**src/core/didc_pkg.sv**
```systemverilog
// package: constants, types and decoders of the digital input command decoder
// Operation
// - each terminal takes its function from its own configuration code
// - a function assigned to several terminals is the OR of them
// - negative-logic code equals positive-logic code plus 1000
// - external alarm and forced stop use inverted coding: 9/30 are active-off
// - dc brake, mains, dew, sequences, run 2, run accept positive codes only
// - main run codes 98 and 99 only on the forward and reverse terminals
// - code 24 or 1024 gives the link enable command
// - codes 51 to 54 give the four pump motor enables
// - codes 17 and 18 give increase and decrease frequency
// - codes 33 and 34 give loop id reset and integral hold
// - code 87 gives run source select, 88 and 89 second run commands
// - code 11 gives the frequency source select
// - codes 15 and 16 give the 50 Hz and 60 Hz mains switch
// - general functions come from the terminal or the link word bit
// - terminal-only functions ignore the link word completely
// - ORing functions assert on terminal or link bit
// - link-priority functions force terminals off while link enable is on
// - link word bits 2-6, 13, 14 mirror the seven terminals
// - serial link needs both link settings, bus option only the first
package didc_pkg;
	localparam int NTERM = 7;
	localparam int NFUNC = 100;
	localparam int CODE_W = 11;
	localparam int FN_W = 7;
	localparam int LCW_W = 16;
	localparam int TERM_FWD = 5;
	localparam int TERM_REV = 6;
	localparam logic [10:0] NEG_OFFSET = 11'h03e8;
	localparam logic [10:0] FN_LIMIT = 11'h0064;
	localparam logic [15:0] LCW_RESET = 16'h0000;
	localparam logic [3:0] LCW_BIT_X1 = 4'h2;
	localparam logic [3:0] LCW_BIT_FWD = 4'hd;
	localparam logic [3:0] LCW_BIT_REV = 4'he;

	localparam logic [6:0] FN_EXT_ALARM = 7'h09;
	localparam logic [6:0] FN_FREQ_SRC = 7'h0b;
	localparam logic [6:0] FN_DC_BRAKE = 7'h0d;
	localparam logic [6:0] FN_MAINS_50 = 7'h0f;
	localparam logic [6:0] FN_MAINS_60 = 7'h10;
	localparam logic [6:0] FN_FREQ_UP = 7'h11;
	localparam logic [6:0] FN_FREQ_DOWN = 7'h12;
	localparam logic [6:0] FN_KEYPAD_WE = 7'h13;
	localparam logic [6:0] FN_LINK_EN = 7'h18;
	localparam logic [6:0] FN_FORCE_STOP = 7'h1e;
	localparam logic [6:0] FN_LOOP_RST = 7'h21;
	localparam logic [6:0] FN_LOOP_HOLD = 7'h22;
	localparam logic [6:0] FN_DEW = 7'h27;
	localparam logic [6:0] FN_SEQ_50 = 7'h28;
	localparam logic [6:0] FN_SEQ_60 = 7'h29;
	localparam logic [6:0] FN_PUMP1 = 7'h33;
	localparam logic [6:0] FN_PUMP4 = 7'h36;
	localparam logic [6:0] FN_RUN_SRC = 7'h57;
	localparam logic [6:0] FN_SECOND_FORWARD_RUN = 7'h58;
	localparam logic [6:0] FN_SECOND_REVERSE_RUN = 7'h59;
	localparam logic [6:0] FN_FWD = 7'h62;
	localparam logic [6:0] FN_REV = 7'h63;

	typedef enum logic [3:0] {
		CL_GENERAL = 4'h1,
		CL_TERM_ONLY = 4'h2,
		CL_OR = 4'h4,
		CL_PRIO = 4'h8
	} didc_class_t;

	typedef struct packed {
		logic [NTERM-1:0][CODE_W-1:0] term_code;
		logic [1:0] link_function_setting;
		logic [1:0] bus_link_function_setting;
		logic bus_option;
	} didc_cfg_t;

	typedef struct packed {
		logic forward_run;
		logic reverse_run;
		logic second_forward_run;
		logic second_reverse_run;
		logic run_source_select;
		logic freq_source_select;
		logic link_enable_cmd;
		logic external_alarm_trip;
		logic force_stop;
		logic dc_brake_cmd;
		logic mains_switch_50;
		logic mains_switch_60;
		logic mains_sequence_50;
		logic mains_sequence_60;
		logic dew_protect;
		logic freq_up;
		logic freq_down;
		logic keypad_write_enable;
		logic loop_id_reset;
		logic loop_integral_hold;
		logic [3:0] pump_motor_enable;
	} didc_cmd_t;

	function automatic logic [3:0] lcw_pos(input int i);
		if (i < TERM_FWD)
			return LCW_BIT_X1 + 4'(i);
		return (i == TERM_FWD) ? LCW_BIT_FWD : LCW_BIT_REV;
	endfunction

	function automatic logic [10:0] code_of(input logic [6:0] f,
		input logic neg);
		return {4'h0, f} + (neg ? NEG_OFFSET : 11'h0000);
	endfunction

	function automatic logic fn_listed(input logic [6:0] f);
		case (f)
			7'h00, 7'h01, 7'h02, 7'h06, 7'h07, 7'h08, 7'h09, 7'h0b,
			7'h0d, 7'h0f, 7'h10, 7'h11, 7'h12, 7'h13, 7'h14, 7'h15,
			7'h16, 7'h18, 7'h19, 7'h1a, 7'h1e, 7'h21, 7'h22, 7'h23,
			7'h26, 7'h27, 7'h28, 7'h29, 7'h32, 7'h33, 7'h34, 7'h35,
			7'h36, 7'h57, 7'h58, 7'h59, 7'h62, 7'h63: return 1'b1;
			default: return 1'b0;
		endcase
	endfunction

	function automatic logic fn_pos_only(input logic [6:0] f);
		return f == FN_DC_BRAKE || f == FN_MAINS_50 || f == FN_MAINS_60 ||
			f == FN_DEW || f == FN_SEQ_50 || f == FN_SEQ_60 ||
			f == FN_SECOND_FORWARD_RUN || f == FN_SECOND_REVERSE_RUN || f == FN_FWD || f == FN_REV;
	endfunction

	function automatic logic fn_inv_default(input logic [6:0] f);
		return f == FN_EXT_ALARM || f == FN_FORCE_STOP;
	endfunction

	function automatic didc_class_t fn_class(input logic [6:0] f);
		if (f == FN_DC_BRAKE || f == FN_MAINS_50 || f == FN_MAINS_60 ||
			f == FN_LINK_EN || f == FN_DEW || f == FN_SEQ_50 ||
			f == FN_SEQ_60)
			return CL_TERM_ONLY;
		if (f == 7'h07 || f == FN_EXT_ALARM || f == FN_FORCE_STOP)
			return CL_OR;
		if (f == FN_FREQ_UP || f == FN_FREQ_DOWN || f == FN_LOOP_RST ||
			f == FN_LOOP_HOLD || (f >= FN_PUMP1 && f <= FN_PUMP4) ||
			f == FN_RUN_SRC || f == FN_SECOND_FORWARD_RUN || f == FN_SECOND_REVERSE_RUN)
			return CL_PRIO;
		return CL_GENERAL;
	endfunction
endpackage

```
**src/core/didc_core.sv**
```systemverilog
// module: digital input command decoder, terminals and link word to commands
`timescale 1ns/1ps
module didc_core (
	input wire logic clk,
	input wire logic rst_b,
	input wire logic ce,
	input wire didc_pkg::didc_cfg_t cfg,
	input wire logic [didc_pkg::NTERM-1:0] term_in,
	input wire logic lcw_wr,
	input wire logic [didc_pkg::LCW_W-1:0] lcw_wdata,
	output logic [didc_pkg::LCW_W-1:0] lcw_rdata,
	output logic [didc_pkg::NFUNC-1:0] func_out,
	output didc_pkg::didc_cmd_t cmd_out
);
	typedef struct packed {
		logic [didc_pkg::NTERM-1:0] term_q;
		logic [didc_pkg::LCW_W-1:0] lcw_q;
		logic [didc_pkg::NFUNC-1:0] func_q;
		didc_pkg::didc_cmd_t cmd_q;
	} didc_state_t;

	didc_state_t st;
	didc_state_t nx;

	logic [didc_pkg::NTERM-1:0] dec_valid;
	logic [didc_pkg::NTERM-1:0] dec_active;
	logic [didc_pkg::NTERM-1:0][6:0] dec_fn;
	logic [didc_pkg::NFUNC-1:0] hit_term;
	logic [didc_pkg::NFUNC-1:0] hit_link;
	logic [didc_pkg::NFUNC-1:0] assigned;
	logic link_active;
	logic le;

	genvar gi;
	generate
		for (gi = 0; gi < didc_pkg::NTERM; gi++) begin : g_term
			didc_term_dec #(
				.RUN_TERM(gi >= didc_pkg::TERM_FWD)
			) u_dec (
				.code(cfg.term_code[gi]),
				.level(st.term_q[gi]),
				.valid(dec_valid[gi]),
				.fn(dec_fn[gi]),
				.active(dec_active[gi])
			);
		end
	endgenerate

	// gather every terminal and link bit onto the function it is set to
	always_comb begin
		hit_term = '0;
		hit_link = '0;
		assigned = '0;
		for (int i = 0; i < didc_pkg::NTERM; i++) begin
			if (dec_valid[i]) begin
				assigned[dec_fn[i]] = 1'b1;
				if (dec_active[i])
					hit_term[dec_fn[i]] = 1'b1;
				if (st.lcw_q[didc_pkg::lcw_pos(i)])
					hit_link[dec_fn[i]] = 1'b1;
			end
		end
	end

	// bus option ignores the second setting
	always_comb begin
		if (cfg.bus_option)
			link_active = cfg.link_function_setting != 2'h0;
		else
			link_active = cfg.link_function_setting != 2'h0 &&
				cfg.bus_link_function_setting != 2'h0;
		// with no terminal set to link enable the link holds control
		if (assigned[didc_pkg::FN_LINK_EN])
			le = link_active && hit_term[didc_pkg::FN_LINK_EN];
		else
			le = link_active;
	end

	always_comb begin
		nx = st;
		if (ce) begin
			nx.term_q = term_in;
			if (lcw_wr)
				nx.lcw_q = lcw_wdata;
			for (int f = 0; f < didc_pkg::NFUNC; f++) begin
				unique case (didc_pkg::fn_class(7'(f)))
					didc_pkg::CL_TERM_ONLY:
						nx.func_q[f] = hit_term[f];
					didc_pkg::CL_OR:
						nx.func_q[f] = hit_term[f] ||
							(link_active && hit_link[f]);
					didc_pkg::CL_PRIO:
						nx.func_q[f] = le ? hit_link[f] : hit_term[f];
					didc_pkg::CL_GENERAL:
						nx.func_q[f] = le ? hit_link[f] : hit_term[f];
				endcase
			end
			// named view, taken from the same next values
			nx.cmd_q.forward_run = nx.func_q[didc_pkg::FN_FWD];
			nx.cmd_q.reverse_run = nx.func_q[didc_pkg::FN_REV];
			nx.cmd_q.second_forward_run =
				nx.func_q[didc_pkg::FN_SECOND_FORWARD_RUN];
			nx.cmd_q.second_reverse_run =
				nx.func_q[didc_pkg::FN_SECOND_REVERSE_RUN];
			nx.cmd_q.run_source_select =
				nx.func_q[didc_pkg::FN_RUN_SRC];
			nx.cmd_q.freq_source_select =
				nx.func_q[didc_pkg::FN_FREQ_SRC];
			nx.cmd_q.link_enable_cmd = nx.func_q[didc_pkg::FN_LINK_EN];
			nx.cmd_q.external_alarm_trip =
				nx.func_q[didc_pkg::FN_EXT_ALARM];
			nx.cmd_q.force_stop = nx.func_q[didc_pkg::FN_FORCE_STOP];
			nx.cmd_q.dc_brake_cmd = nx.func_q[didc_pkg::FN_DC_BRAKE];
			nx.cmd_q.mains_switch_50 =
				nx.func_q[didc_pkg::FN_MAINS_50];
			nx.cmd_q.mains_switch_60 =
				nx.func_q[didc_pkg::FN_MAINS_60];
			nx.cmd_q.mains_sequence_50 = nx.func_q[didc_pkg::FN_SEQ_50];
			nx.cmd_q.mains_sequence_60 = nx.func_q[didc_pkg::FN_SEQ_60];
			nx.cmd_q.dew_protect = nx.func_q[didc_pkg::FN_DEW];
			nx.cmd_q.freq_up = nx.func_q[didc_pkg::FN_FREQ_UP];
			nx.cmd_q.freq_down = nx.func_q[didc_pkg::FN_FREQ_DOWN];
			nx.cmd_q.keypad_write_enable =
				nx.func_q[didc_pkg::FN_KEYPAD_WE];
			nx.cmd_q.loop_id_reset =
				nx.func_q[didc_pkg::FN_LOOP_RST];
			nx.cmd_q.loop_integral_hold =
				nx.func_q[didc_pkg::FN_LOOP_HOLD];
			nx.cmd_q.pump_motor_enable =
				nx.func_q[didc_pkg::FN_PUMP4:didc_pkg::FN_PUMP1];
		end
	end

	always_ff @(posedge clk or negedge rst_b) begin
		if (!rst_b) begin
			st <= '0;
			st.lcw_q <= didc_pkg::LCW_RESET;
		end else begin
			st <= nx;
		end
	end

	assign lcw_rdata = st.lcw_q;
	assign func_out = st.func_q;
	assign cmd_out = st.cmd_q;

	// checks: inputs are taken one edge, commands appear the next

	a_keypad_neg_code: assert property (@(posedge clk) disable iff (!rst_b)
		ce && cfg.term_code[0] ==
		didc_pkg::code_of(didc_pkg::FN_KEYPAD_WE, 1'b1) &&
		!st.term_q[0] && !le |=> func_out[didc_pkg::FN_KEYPAD_WE])
		else $error("active-low keypad write code not decoded");

	a_or_two_terms: assert property (@(posedge clk) disable iff (!rst_b)
		ce && !le && cfg.term_code[1] ==
		didc_pkg::code_of(didc_pkg::FN_KEYPAD_WE, 1'b0) &&
		cfg.term_code[2] == cfg.term_code[1] &&
		(st.term_q[1] || st.term_q[2])
		|=> func_out[didc_pkg::FN_KEYPAD_WE])
		else $error("shared function not ORed over terminals");

	a_alarm_inverted: assert property (@(posedge clk) disable iff (!rst_b)
		ce && cfg.term_code[0] ==
		didc_pkg::code_of(didc_pkg::FN_EXT_ALARM, 1'b0) &&
		!st.term_q[0] |=> cmd_out.external_alarm_trip)
		else $error("alarm code 9 not active-off");

	a_stop_active_on: assert property (@(posedge clk) disable iff (!rst_b)
		ce && !link_active && (cfg.term_code ==
		{didc_pkg::NTERM{didc_pkg::code_of(didc_pkg::FN_FORCE_STOP,
		1'b1)}}) ##0 (st.term_q == '0) |=> !cmd_out.force_stop)
		else $error("stop code 1030 asserted with terminals off");

	a_pos_only_reject: assert property (@(posedge clk) disable iff (!rst_b)
		ce && (cfg.term_code ==
		{didc_pkg::NTERM{didc_pkg::code_of(didc_pkg::FN_DC_BRAKE, 1'b1)}})
		|=> !cmd_out.dc_brake_cmd)
		else $error("negative code accepted for positive-only brake");

	a_run_on_run_only: assert property (@(posedge clk) disable iff (!rst_b)
		ce && cfg.term_code[didc_pkg::TERM_FWD] !=
		didc_pkg::code_of(didc_pkg::FN_FWD, 1'b0) &&
		cfg.term_code[didc_pkg::TERM_REV] !=
		didc_pkg::code_of(didc_pkg::FN_FWD, 1'b0)
		|=> !cmd_out.forward_run)
		else $error("forward run taken from a general terminal");

	a_link_en_code: assert property (@(posedge clk) disable iff (!rst_b)
		ce && link_active && cfg.term_code[4] ==
		didc_pkg::code_of(didc_pkg::FN_LINK_EN, 1'b1) && !st.term_q[4]
		|-> le ##1 cmd_out.link_enable_cmd)
		else $error("link enable code 1024 not decoded");

	a_pump_motor: assert property (@(posedge clk) disable iff (!rst_b)
		ce && !le && cfg.term_code[0] ==
		didc_pkg::code_of(didc_pkg::FN_PUMP1, 1'b0) && st.term_q[0]
		|=> cmd_out.pump_motor_enable[0] && func_out[51])
		else $error("pump motor 1 enable missing");

	a_term_only_link: assert property (@(posedge clk) disable iff (!rst_b)
		ce && st.term_q == '0 && !st.cmd_q.mains_sequence_50
		|=> !cmd_out.dew_protect && !cmd_out.mains_sequence_50)
		else $error("terminal-only function raised with terminals off");

	a_or_link_bit: assert property (@(posedge clk) disable iff (!rst_b)
		ce && link_active && cfg.term_code[4] ==
		didc_pkg::code_of(didc_pkg::FN_FORCE_STOP, 1'b1) &&
		st.lcw_q[6] |=> cmd_out.force_stop)
		else $error("ORing function ignored the link bit");

	a_prio_forced_off: assert property (@(posedge clk) disable iff (!rst_b)
		ce && le && st.lcw_q == '0
		|=> !cmd_out.freq_up && !cmd_out.loop_id_reset &&
		cmd_out.pump_motor_enable == 4'h0)
		else $error("terminal passed through while link enabled");

	a_lcw_write: assert property (@(posedge clk) disable iff (!rst_b)
		ce && lcw_wr |=> lcw_rdata == $past(lcw_wdata))
		else $error("link control word write lost");

	a_serial_setting: assert property (@(posedge clk) disable iff (!rst_b)
		!cfg.bus_option && cfg.bus_link_function_setting == 2'h0
		|-> !le && !link_active)
		else $error("serial link active without second setting");

	a_ce_freeze: assert property (@(posedge clk) disable iff (!rst_b)
		!ce |=> $stable(func_out) && $stable(lcw_rdata) &&
		$stable(cmd_out))
		else $error("state moved while clock enable low");

	a_two_edge_path: assert property (@(posedge clk) disable iff (!rst_b)
		ce && cfg.term_code[0] ==
		didc_pkg::code_of(didc_pkg::FN_EXT_ALARM, 1'b1) && term_in[0]
		##1 ce && $stable(cfg) |=> cmd_out.external_alarm_trip)
		else $error("terminal level not decoded two edges later");

	a_no_code_quiet: assert property (@(posedge clk) disable iff (!rst_b)
		ce && !link_active && dec_valid == '0 |=> func_out == '0)
		else $error("function raised with no terminal assigned");

	a_freq_up_term: assert property (@(posedge clk) disable iff (!rst_b)
		ce && !le && cfg.term_code[0] ==
		didc_pkg::code_of(didc_pkg::FN_FREQ_UP, 1'b0) && st.term_q[0]
		|=> cmd_out.freq_up)
		else $error("increase frequency not decoded");

	a_mains_switch_term: assert property (@(posedge clk) disable iff (!rst_b)
		ce && cfg.term_code[0] ==
		didc_pkg::code_of(didc_pkg::FN_MAINS_50, 1'b0) && st.term_q[0]
		|=> cmd_out.mains_switch_50)
		else $error("50 Hz mains switch not decoded");

	a_freq_src_neg: assert property (@(posedge clk) disable iff (!rst_b)
		ce && !le && cfg.term_code[0] ==
		didc_pkg::code_of(didc_pkg::FN_FREQ_SRC, 1'b1) && !st.term_q[0]
		|=> cmd_out.freq_source_select)
		else $error("active-low frequency source select not decoded");

	a_run_src_term: assert property (@(posedge clk) disable iff (!rst_b)
		ce && !le && cfg.term_code[0] ==
		didc_pkg::code_of(didc_pkg::FN_RUN_SRC, 1'b0) && st.term_q[0]
		|=> cmd_out.run_source_select)
		else $error("run source select not decoded");

	a_link_mirror_bit: assert property (@(posedge clk) disable iff (!rst_b)
		ce && le && cfg.term_code[didc_pkg::TERM_FWD] ==
		didc_pkg::code_of(didc_pkg::FN_FREQ_DOWN, 1'b0) && st.lcw_q[13]
		|=> cmd_out.freq_down)
		else $error("forward terminal link bit not mirrored");
endmodule

```
**src/core/didc_term_dec.sv**
```systemverilog
// module: decodes one terminal's configuration code and input level
`timescale 1ns/1ps
module didc_term_dec #(
	parameter bit RUN_TERM = 1'b0
) (
	input wire logic [10:0] code,
	input wire logic level,
	output logic valid,
	output logic [6:0] fn,
	output logic active
);
	logic neg_code;
	logic [10:0] base;
	logic inv;

	always_comb begin
		neg_code = code >= didc_pkg::NEG_OFFSET;
		base = neg_code ? code - didc_pkg::NEG_OFFSET : code;
		fn = base[6:0];
		valid = base < didc_pkg::FN_LIMIT &&
			didc_pkg::fn_listed(fn) &&
			!(neg_code && didc_pkg::fn_pos_only(fn)) &&
			!((fn == didc_pkg::FN_FWD || fn == didc_pkg::FN_REV) &&
			!RUN_TERM);
		// alarm and stop codes run the other way round
		inv = neg_code ^ didc_pkg::fn_inv_default(fn);
		active = valid && (level ^ inv);
	end
endmodule

```
**config.mk**
```make
export PLATFORM = sky130hd
export DESIGN_NAME = didc_core
export DESIGN_NICKNAME = d
export VERILOG_FILES = /design/src/core/didc_pkg.sv /design/src/core/didc_core.sv /design/src/core/didc_term_dec.sv
export SDC_FILE = /design/constraint.sdc
export NUM_CORES = 1
export LEC_CHECK = 0
export ABC_AREA = 1
export BUFFER_PORTS_ARGS = -buffer_cell sky130_fd_sc_hd__buf_2
export CORE_MARGIN = 3
export CORE_UTILIZATION = 35
export CTS_BUF_LIST = sky130_fd_sc_hd__clkbuf_4
export DETAILED_ROUTE_END_ITERATION = 8
export MAX_ROUTING_LAYER = met4
export PLACE_DENSITY_LB_ADDON = 0.2
export SYNTH_ARGS = -nofsm -noshare
export SYNTH_HDL_FRONTEND = slang
export SYNTH_SLANG_ARGS = --single-unit
```
**constraint.sdc**
```tcl
create_clock -name clk -period 2 [get_ports clk]
set_input_delay 0.6 -clock clk [delete_from_list [all_inputs] [get_ports clk]]
set_output_delay 0.6 -clock clk [all_outputs]
set_load 0.01 [all_outputs]
```
==> results by group, run 1 <==
Run status
  – Status: finished, violations left
  – Failing checks: negative setup slack

Timing
  – RSZ-0062 raised after global routing: yes
  – Tmin final: 3.012 ns
  – Setup ws final: -1.012 ns
  – Final setup violation count: 38
  – Fmax: 0.3320 GHz
  – Hold_ws: 0.1746 ns
  – Final hold vios: 0
  – Slew @ Worst Pin: 0.5449 ns
  – Tcrit/Tclk final: 1.506
  – Relative slew slack: 0.6336
  – Max-slew violation count: 0
  – Post-Route Skew: 0.06216 ns

Synth
  – Synthesized area: 15510 sq um
  – Seq/Total Area, Yosys: 0.1985
  – Top post-synthesis cells by area: dfrtp_1, nand2_1, nor2_1
  – Mean Syn Cell Area: 5.649 sq um
  – Yosys cell types: 52
  – Area leader, netlist: dfrtp_1
  – YS warnings: 0
  – Post-synthesis cell count: 2745
  – Yosys reg bits: 123
  – Top-area cell type share of the netlist area: 0.1985
  – Synthesized Nets: 2861

Clocking
  – Root buf cell: clkbuf_4
  – CTS tree: built
  – Clock Tree Buf Depth: 2
  – Clk_lat worst skew: 0.64 ns
  – Htree depth: 4
  – Sink Count: 123
  – Clk slew on worst S/H paths: 0.20 ns
  – CTS Buf Count: 17

Setup path
  – R2r startpoint: st[143]
  – CP arrival: 3.50 ns
  – Worst r2r path cells: 14
  – Critical path class: input port to flip-flop
  – Capturing point of the worst reg2reg path: func_out[33]
  – Req. time, crit path: 2.49 ns
  – Beginning of the critical path: cfg[52]
  – CP Capture Type: flip-flop
  – Critical Path Fanout Max: 8
  – Setup crit start kind: input port
  – R2R setup slack: -0.34 ns

Drt
  – Final ANT Viol Nets: 0
  – Routed via count: 23284
  – DR vias/cell: 5.280
  – Drt initial violations: 2453
  – Final WL: 94010 um
  – Wire length per cell after detailed routing: 21.32 um
  – Remaining DRCs: 0
  – TritonRoute pass-1 iters: 7

Global route
  – Global Route Usage Sum: 0.3928
  – Antenna violations before repair: 2
  – First-pass GRT wire length: 136600 um
  – GRT overflow: 0
  – Largest net degree at the start of global routing: 72
  – Vias in the first global route: 22771

Finish
  – Final instance area: 27520 sq um
  – Non-Filler Instances: 4410
  – Layout cells sized above 1: 0.4813
  – Total Nets Final: 3926
  – Area Growth Syn to Fin: 77.45%

Placed design
  – Dpl hpwl: 74220 um
  – Cell Area, Placed: 23020 sq um
  – Setup Slack @ Placement: -1.878 ns
  – Placed cell count: 4209
  – # port buffers: 248
  – Gpl congestion: 1.155

Floorplan
  – Starting density of the core: 0.3568
  – Die Height: 216.5 um
  – Die width: 216.5 um
  – Rows: 76
  – Ports: 249
  – Core area: 43460 sq um
  – Full die area: 46870 sq um

Run
  – Maxcap violations: 0

Pwr
  – Peak supply drop: 0.3251 mV
  – Pwr Total: 9.133 mW
  – LEAKAGE: 14.23 nW
  – Pwr per Cell Area: 331.9 nW/um^2

Hold path
  – Min-Delay Endpoint: st[141]
  – Cells on Worst Hold Path: 3
  – Worst Hold Class: input port to flip-flop
  – HP Start: term_in[1]
-- where the power goes --
| part | switching [mW] | internal, mW | total, mW |
|---|---|---|---|
| Clock | 1.32 | 0.559 | 1.88 |
| Combinational | 2.55 | 1.98 | 4.53 |
| Sequential | 0.111 | 2.61 | 2.72 |
| Total | 3.98 | 5.15 | 9.13 |
-- cell type report --
| class | instances | area, sq um |
|---|---|---|
| Sequential cell | 123 | 3082 |
| Antenna cell | 2 | 5.005 |
| Clock buffer | 17 | 127.6 |
| Inverter | 376 | 1543 |
| Multi-Input combinational cell | 2143 | 12990 |
| Fill cell | 4067 | 15940 |
| Timing Repair inverter | 1 | 8.758 |
| Tap cell | 585 | 732.0 |
| Timing Repair Buffer | 1148 | 8882 |
| Clock inverter | 15 | 150.1 |
-- worst max-delay path, cell delays in order --
cell and delay, ns:
buf_8 0.10, buf_4 0.15, o21ai_0 0.30, xor2_1 0.28, nand2_2 0.12, nand2_4 0.14
nand4_1 0.19, buf_4 0.21, nor2_1 0.29, nand3_2 0.19, nand3_4 0.12, nor2_4 0.07
nand2_2 0.09, nand3_4 0.12, nand2_8 0.16, buf_8 0.15, nand2_1 0.09, nand3_2 0.08
nand2_1 0.05
-- synthesized netlist by cell type, drive strengths merged --
library cell and count:
a211oi 3, a21o 1, a21oi 36, a22oi 1, a31oi 6, and2 1
buf 88, clkbuf 21, clkinv 3, dfrtp 123, ha 7, inv 373
mux2 10, nand2 848, nand3 330, nand3b 15, nand4 114, nor2 598
nor3 52, nor4 3, o211ai 8, o21ai 51, o21bai 2, o221ai 1
o22a 1, o22ai 3, o311ai 1, o31ai 3, or2 2, xnor2 3
xor2 37
-- flip-flops by register name, indices dropped and copies added (netlist names) --
| signal | flops |
|---|---|
| lcw_rdata | 16 |
| st | 7 |
| func_out | 100 |
-- per-stage QoR --
step | setup TNS, ns | util
after floorplan | -32.45 | -
after global placement | -64.43 | 0.5297
after detailed placement | -66.74 | 0.5297
after CTS | -26.20 | 0.5923
after global routing | -36.40 | 0.6332
final | -34.58 | 0.6332
-- metal layers --
metal  global-route usage  up-vias  routed length [um]
li1                     -    10806                   -
met1               0.4805    11044               37650
met2               0.6264     1125               42720
met3              0.05931      309                6865
met4               0.2097        0                6772
met5                    -        -                   0
-- timing repair --
action	in CTS	in global routing
setup buffers	111	53
pin swaps	118	209
setup endpoints to repair	43	38
hold buffers	1	0
resized for setup	343	344
hold endpoints to repair	30	0
cloned	11	6
-- how the worst max path moves through the flow --
stage	to	slack [ns]	cells past startpoint
3_3_place_gp	func_out[33]	-1.82	24
6_report	func_out[33]	-1.01	19
2_1_floorplan	func_out[38]	-0.92	22
5_1_grt	func_out[33]	-1.05	19
3_5_place_dp	func_out[33]	-1.88	24
4_1_cts	func_out[87]	-0.77	25
-- cells in the final DEF, fill, tap and decap left out, drive strengths merged, types with 2 or more instances in the layout --
| cell type | Yosys | layout |
|---|---|---|
| a21oi | 36 | 36 |
| inv | 373 | 381 |
| nand3b | 15 | 15 |
| nor2 | 598 | 598 |
| a211oi | 3 | 3 |
| nand3 | 330 | 331 |
| clkbuf | 21 | 21 |
| or2 | 2 | 2 |
| nor3 | 52 | 52 |
| a31oi | 6 | 6 |
| dfrtp | 123 | 123 |
| buf | 88 | 1143 |
| xor2 | 37 | 37 |
| o21bai | 2 | 2 |
| diode | 0 | 2 |
| clkinvlp | 0 | 4 |
| o31ai | 3 | 3 |
| mux2 | 10 | 10 |
| o21ai | 51 | 51 |
| ha | 7 | 7 |
| o22ai | 3 | 3 |
| nor4 | 3 | 3 |
| clkinv | 3 | 7 |
| nand4 | 114 | 114 |
| nand2 | 848 | 853 |
| xnor2 | 3 | 3 |
| o211ai | 8 | 8 |
-- logic make-up (layout without fill, tap and decap cells) --
| group | Yosys count | count (layout) | share of synthesized area |
|---|---|---|---|
| AND/OR/NAND/NOR | 1963 | 1969 | 0.5787 |
| multiplexers | 10 | 10 | 0.007262 |
| flip-flops | 123 | 123 | 0.1985 |
| AO/OA/AOI/OAI | 117 | 117 | 0.04793 |
| other | 0 | 2 | 0 |
| XOR/XNOR | 40 | 40 | 0.02380 |
| buffers and inverters | 485 | 1557 | 0.1382 |
| adder cells (fa/ha/maj) | 7 | 7 | 0.005648 |
No activity file was read; power rests on OpenSTA's default activity.
==> run 2, diff against run 1 <==
CORE_UTILIZATION = 45   (was 35)
==> run 2 against run 1 <==
The run now fails in global routing. Synthesized cell count unchanged. Area after synthesis unchanged.
==> results by group, run 2 <==
Synth
  – Ys async rst share: 1.000 (unchanged)
  – Area leader, netlist: dfrtp_1
  – Yosys cell types: 52 (unchanged)
  – Top-count cell post-synth: nand2_1
  – Yosys reg bits: 123 (unchanged)
  – Seq/Total Area, Yosys: 0.1985 (unchanged)
  – Top post-synthesis cells by area: dfrtp_1, nand2_1, nor2_1
  – Top-area cell type share of the netlist area: 0.1985 (unchanged)
  – YS warnings: 0 (unchanged)
  – Most instantiated cells after synthesis: nand2_1, nor2_1, inv_1
  – Post-synthesis cell count: 2745 (unchanged)
  – Primary FF master, synth: dfrtp_1
  – Mean Syn Cell Area: 5.649 sq um (unchanged)
  – Synthesized Nets: 2861 (unchanged)
  – Synthesized area: 15510 sq um (unchanged)
  – Number of flops mapped to enable cells by yosys: 0 (unchanged)

Global route
  – Largest net degree at the start of global routing: 87
  – Antenna violations before repair: 11
  – Global Route Usage Sum: 0.6893
  – GRT overflow: 12

Floorplan
  – Starting density of the core: 0.4590 (+0.1022)
  – Die Height: 191.6 um (-11%)
  – Die width: 191.6 um (-11%)
  – Ports: 249 (unchanged)
  – Rows: 67 (-12%)

Clocking
  – Root buf cell: clkbuf_4
  – Clock Tree Buf Depth: 2 (unchanged)
  – Htree depth: 4 (unchanged)
  – Sink Count: 123 (unchanged)
  – CTS Buf Count: 17 (unchanged)

Placed design
  – Cell Area, Placed: 22460 sq um (-2.4%)
  – # port buffers: 248 (unchanged)
  – Setup Slack @ Placement: -1.788 ns (+0.09024 ns)
  – Gpl congestion: 1.198 (+3.7%)
  – Placed cell count: 4019 (-4.5%)
  – Dpl hpwl: 67730 um (-8.7%)

Run status
  – Halt Stage: global routing
  – Tool Error: [ERROR GRT-0232] Routing congestion too high. Check the congestion heatmap in the GUI.
  – Status: stopped before the end

Timing
  – Grt repair worst endpoint: func_out[38]$_DFFE_PN0P_/D
  – Worst ep type: sequential cell input
-- run 2: cell families after synthesis --
kind of cell / count (synthesis) / share of synthesized area
fa+ha+maj: 7 / 0.005648
mux: 10 / 0.007262
simple gates: 1963 / 0.5787
buf+inv: 485 / 0.1382
xor+xnor: 40 / 0.02380
compound gates: 117 / 0.04793
flops: 123 / 0.1985
-- run 2: routing by layer --
| metal | global-route usage | overflow |
|---|---|---|
| met5 | - | - |
| met4 | 0.5840 | 4 |
| met3 | 0.5158 | 1 |
| met2 | 0.8659 | 6 |
| met1 | 0.6938 | 1 |
-- run 2: per-stage QoR --
stage,hold slack (ns),utilization
detailed placement,0.4124,0.6649
CTS,0.1581,0.7520
floorplan,0.3044,-
global placement,0.4108,0.6649
-- run 2: what timing repair did --
| action | in CTS |
|---|---|
| gates resized for setup | 406 |
| gates cloned | 11 |
| setup buffers | 106 |
| setup endpoints to repair | 42 |
| endpoints found under the hold margin | 38 |
| hold buffers | 1 |
| pin swaps | 126 |
==> run 3, diff against run 2 <==
CORE_UTILIZATION = 30   (was 45)
CTS_BUF_LIST = not set   (was sky130_fd_sc_hd__clkbuf_4)
MAX_ROUTING_LAYER = not set   (was met4)
PLACE_DENSITY_LB_ADDON = 0.15   (was 0.2)
clock period = 2.6 ns   (was 2 ns; I/O delays follow)
==> run 3 against run 2 <==
The flow now finishes, with violations (negative setup slack).
==> results by group, run 3 (synthesized netlist as in run 1, its figures left out) <==
Run status
  – Status: finished, violations left
  – Failing checks: negative setup slack

Global route
  – Global Route Usage Sum: 0.3210
  – GRT overflow: 0
  – Largest net degree at the start of global routing: 94
  – First-pass GRT wire length: 131200 um
  – Antenna violations before repair: 1
  – Vias in the first global route: 21575

Timing
  – Relative slew slack: 0.6006
  – Final setup violation count: 38
  – Setup TNS: -21.93 ns
  – Setup ws final: -0.6676 ns
  – Hold_ws: 0.2481 ns
  – Fmax: 0.3060 GHz
  – Post-Route Skew: 0.02169 ns
  – Tmin final: 3.268 ns
  – Max-slew violation count: 0
  – Tcrit/Tclk final: 1.257
  – RSZ-0062 raised after global routing: yes
  – Final hold vios: 0
  – Slew @ Worst Pin: 0.5977 ns

Finish
  – Layout cells sized above 1: 0.4530
  – Non-Filler Instances: 4425
  – Register area: 3078 sq um
  – Commonest non-fill, non-tap cell in the layout: buf_4
  – Area Growth Syn to Fin: 72.47%
  – Most frequent cells in the layout: buf_4, nand2_1, nor2_1
  – Total Nets Final: 3856
  – Filler instances: 5177
  – Final Util: 0.5288
  – Combined area of the multi-input logic cells: 12560 sq um
  – Final instance area: 26750 sq um
  – N_diodes: 0
  – Number of flip-flops in the largest register: 100

Pwr
  – Pwr Total: 7.755 mW
  – LEAKAGE: 13.74 nW
  – Pwr per Cell Area: 289.9 nW/um^2
  – Peak supply drop: 0.4148 mV

Clocking
  – Clk slew on worst S/H paths: 0.07 ns
  – Sink Count: 123 (unchanged)
  – CTS tree: built
  – Cts hold-fix bufs: 0 (-1)
  – Clock Tree Buf Depth: 2 (unchanged)
  – Htree depth: 4 (unchanged)
  – Clk_lat worst skew: 0.46 ns
  – Root buf cell: clkbuf_16
  – CTS Buf Count: 17 (unchanged)

Setup path
  – Req. time, crit path: 2.94 ns
  – Capturing point of the worst reg2reg path: func_out[6]
  – Worst r2r path cells: 15
  – Crit-path max cell delay: 0.19 ns
  – Most frequent CP cell: nand2_1
  – CP Capture Type: flip-flop
  – Setup crit start kind: input port
  – R2r startpoint: st[143]
  – Critical Path Fanout Max: 7
  – Crit path max-delay cell type: a21oi_4
  – Critical path class: input port to flip-flop
  – CP arrival: 3.60 ns
  – Beginning of the critical path: cfg[41]
  – R2R setup slack: 0.24 ns

Placed design
  – Setup Slack @ Placement: -1.475 ns (+0.3127 ns)
  – Placed cell count: 4288 (+6.7%)
  – Dpl hpwl: 74300 um (+9.7%)
  – Cell Area, Placed: 23060 sq um (+2.7%)
  – # port buffers: 248 (unchanged)
  – Gpl congestion: 1.069 (-11%)

Drt
  – DR vias/cell: 5.030
  – Final ANT Viol Nets: 0
  – Wire length per cell after detailed routing: 20.51 um
  – Remaining DRCs: 0
  – TritonRoute pass-1 iters: 6
  – Drt initial violations: 1903
  – Routed via count: 22258
  – Final WL: 90740 um

Floorplan
  – Full die area: 54450 sq um
  – Rows: 82 (+22%)
  – Starting density of the core: 0.3066 (-0.1524)
  – Core area: 50580 sq um
  – Die width: 233.4 um (+22%)
  – Ports: 249 (unchanged)
  – Die Height: 233.4 um (+22%)

Run
  – Maxcap violations: 0

Hold path
  – Worst Hold Class: input port to async pin
[run 3: what timing repair did]
action | in CTS | in global routing
pin swaps | 94 | 110
endpoints found under the setup margin | 38 | 38
resized for setup | 308 | 240
cloned | 10 | 1
buffers inserted | 48 | 54
[run 3: final cells by class]
| type | instances | area share |
|---|---|---|
| timing repair buffer | 1078 | 0.3050 |
| sequential | 123 | 0.1151 |
| multi-input combinational | 2143 | 0.4695 |
| inverter | 376 | 0.05735 |
| clock buffer | 17 | 0.01591 |
| clock inverter | 15 | 0.005380 |
| timing repair inverter | 1 | 0.0003275 |
| tap | 672 | 0.03144 |
[run 3: how the worst max path moves through the flow]
stage / to / slack, ns
final: func_out[6] / -0.67
after global routing: func_out[0] / -0.82
after CTS: func_out[38] / -0.63
after detailed placement: func_out[17] / -1.47
after global placement: func_out[22] / -1.44
after floorplan: func_out[38] / -0.50
[run 3: where the power goes]
group / total [mW] / switching [mW] / leakage, nW / internal [mW]
combinational: 3.27 / 1.85 / 11.8 / 1.42
clock: 2.37 / 1.10 / 0.275 / 1.27
sequential: 2.11 / 0.104 / 1.63 / 2.01
[run 3: worst max-delay path: cells and delay by family]
| kind | cells | cell delay [ns] |
|---|---|---|
| buffers and inverters | 9 | 0.94 |
| AND/OR/NAND/NOR | 18 | 1.53 |
| adder cells (fa/ha/maj) | 1 | 0.15 |
| AO/OA/AOI/OAI | 1 | 0.19 |
[run 3: layer usage]
metal / up-vias / track usage / wire length (um)
met5: - / 0 / 13
met4: 2 / 0.1569 / 5167
met3: 205 / 0.04195 / 5524
met2: 850 / 0.5331 / 42450
met1: 10550 / 0.4100 / 37580
li1: 10651 / - / -
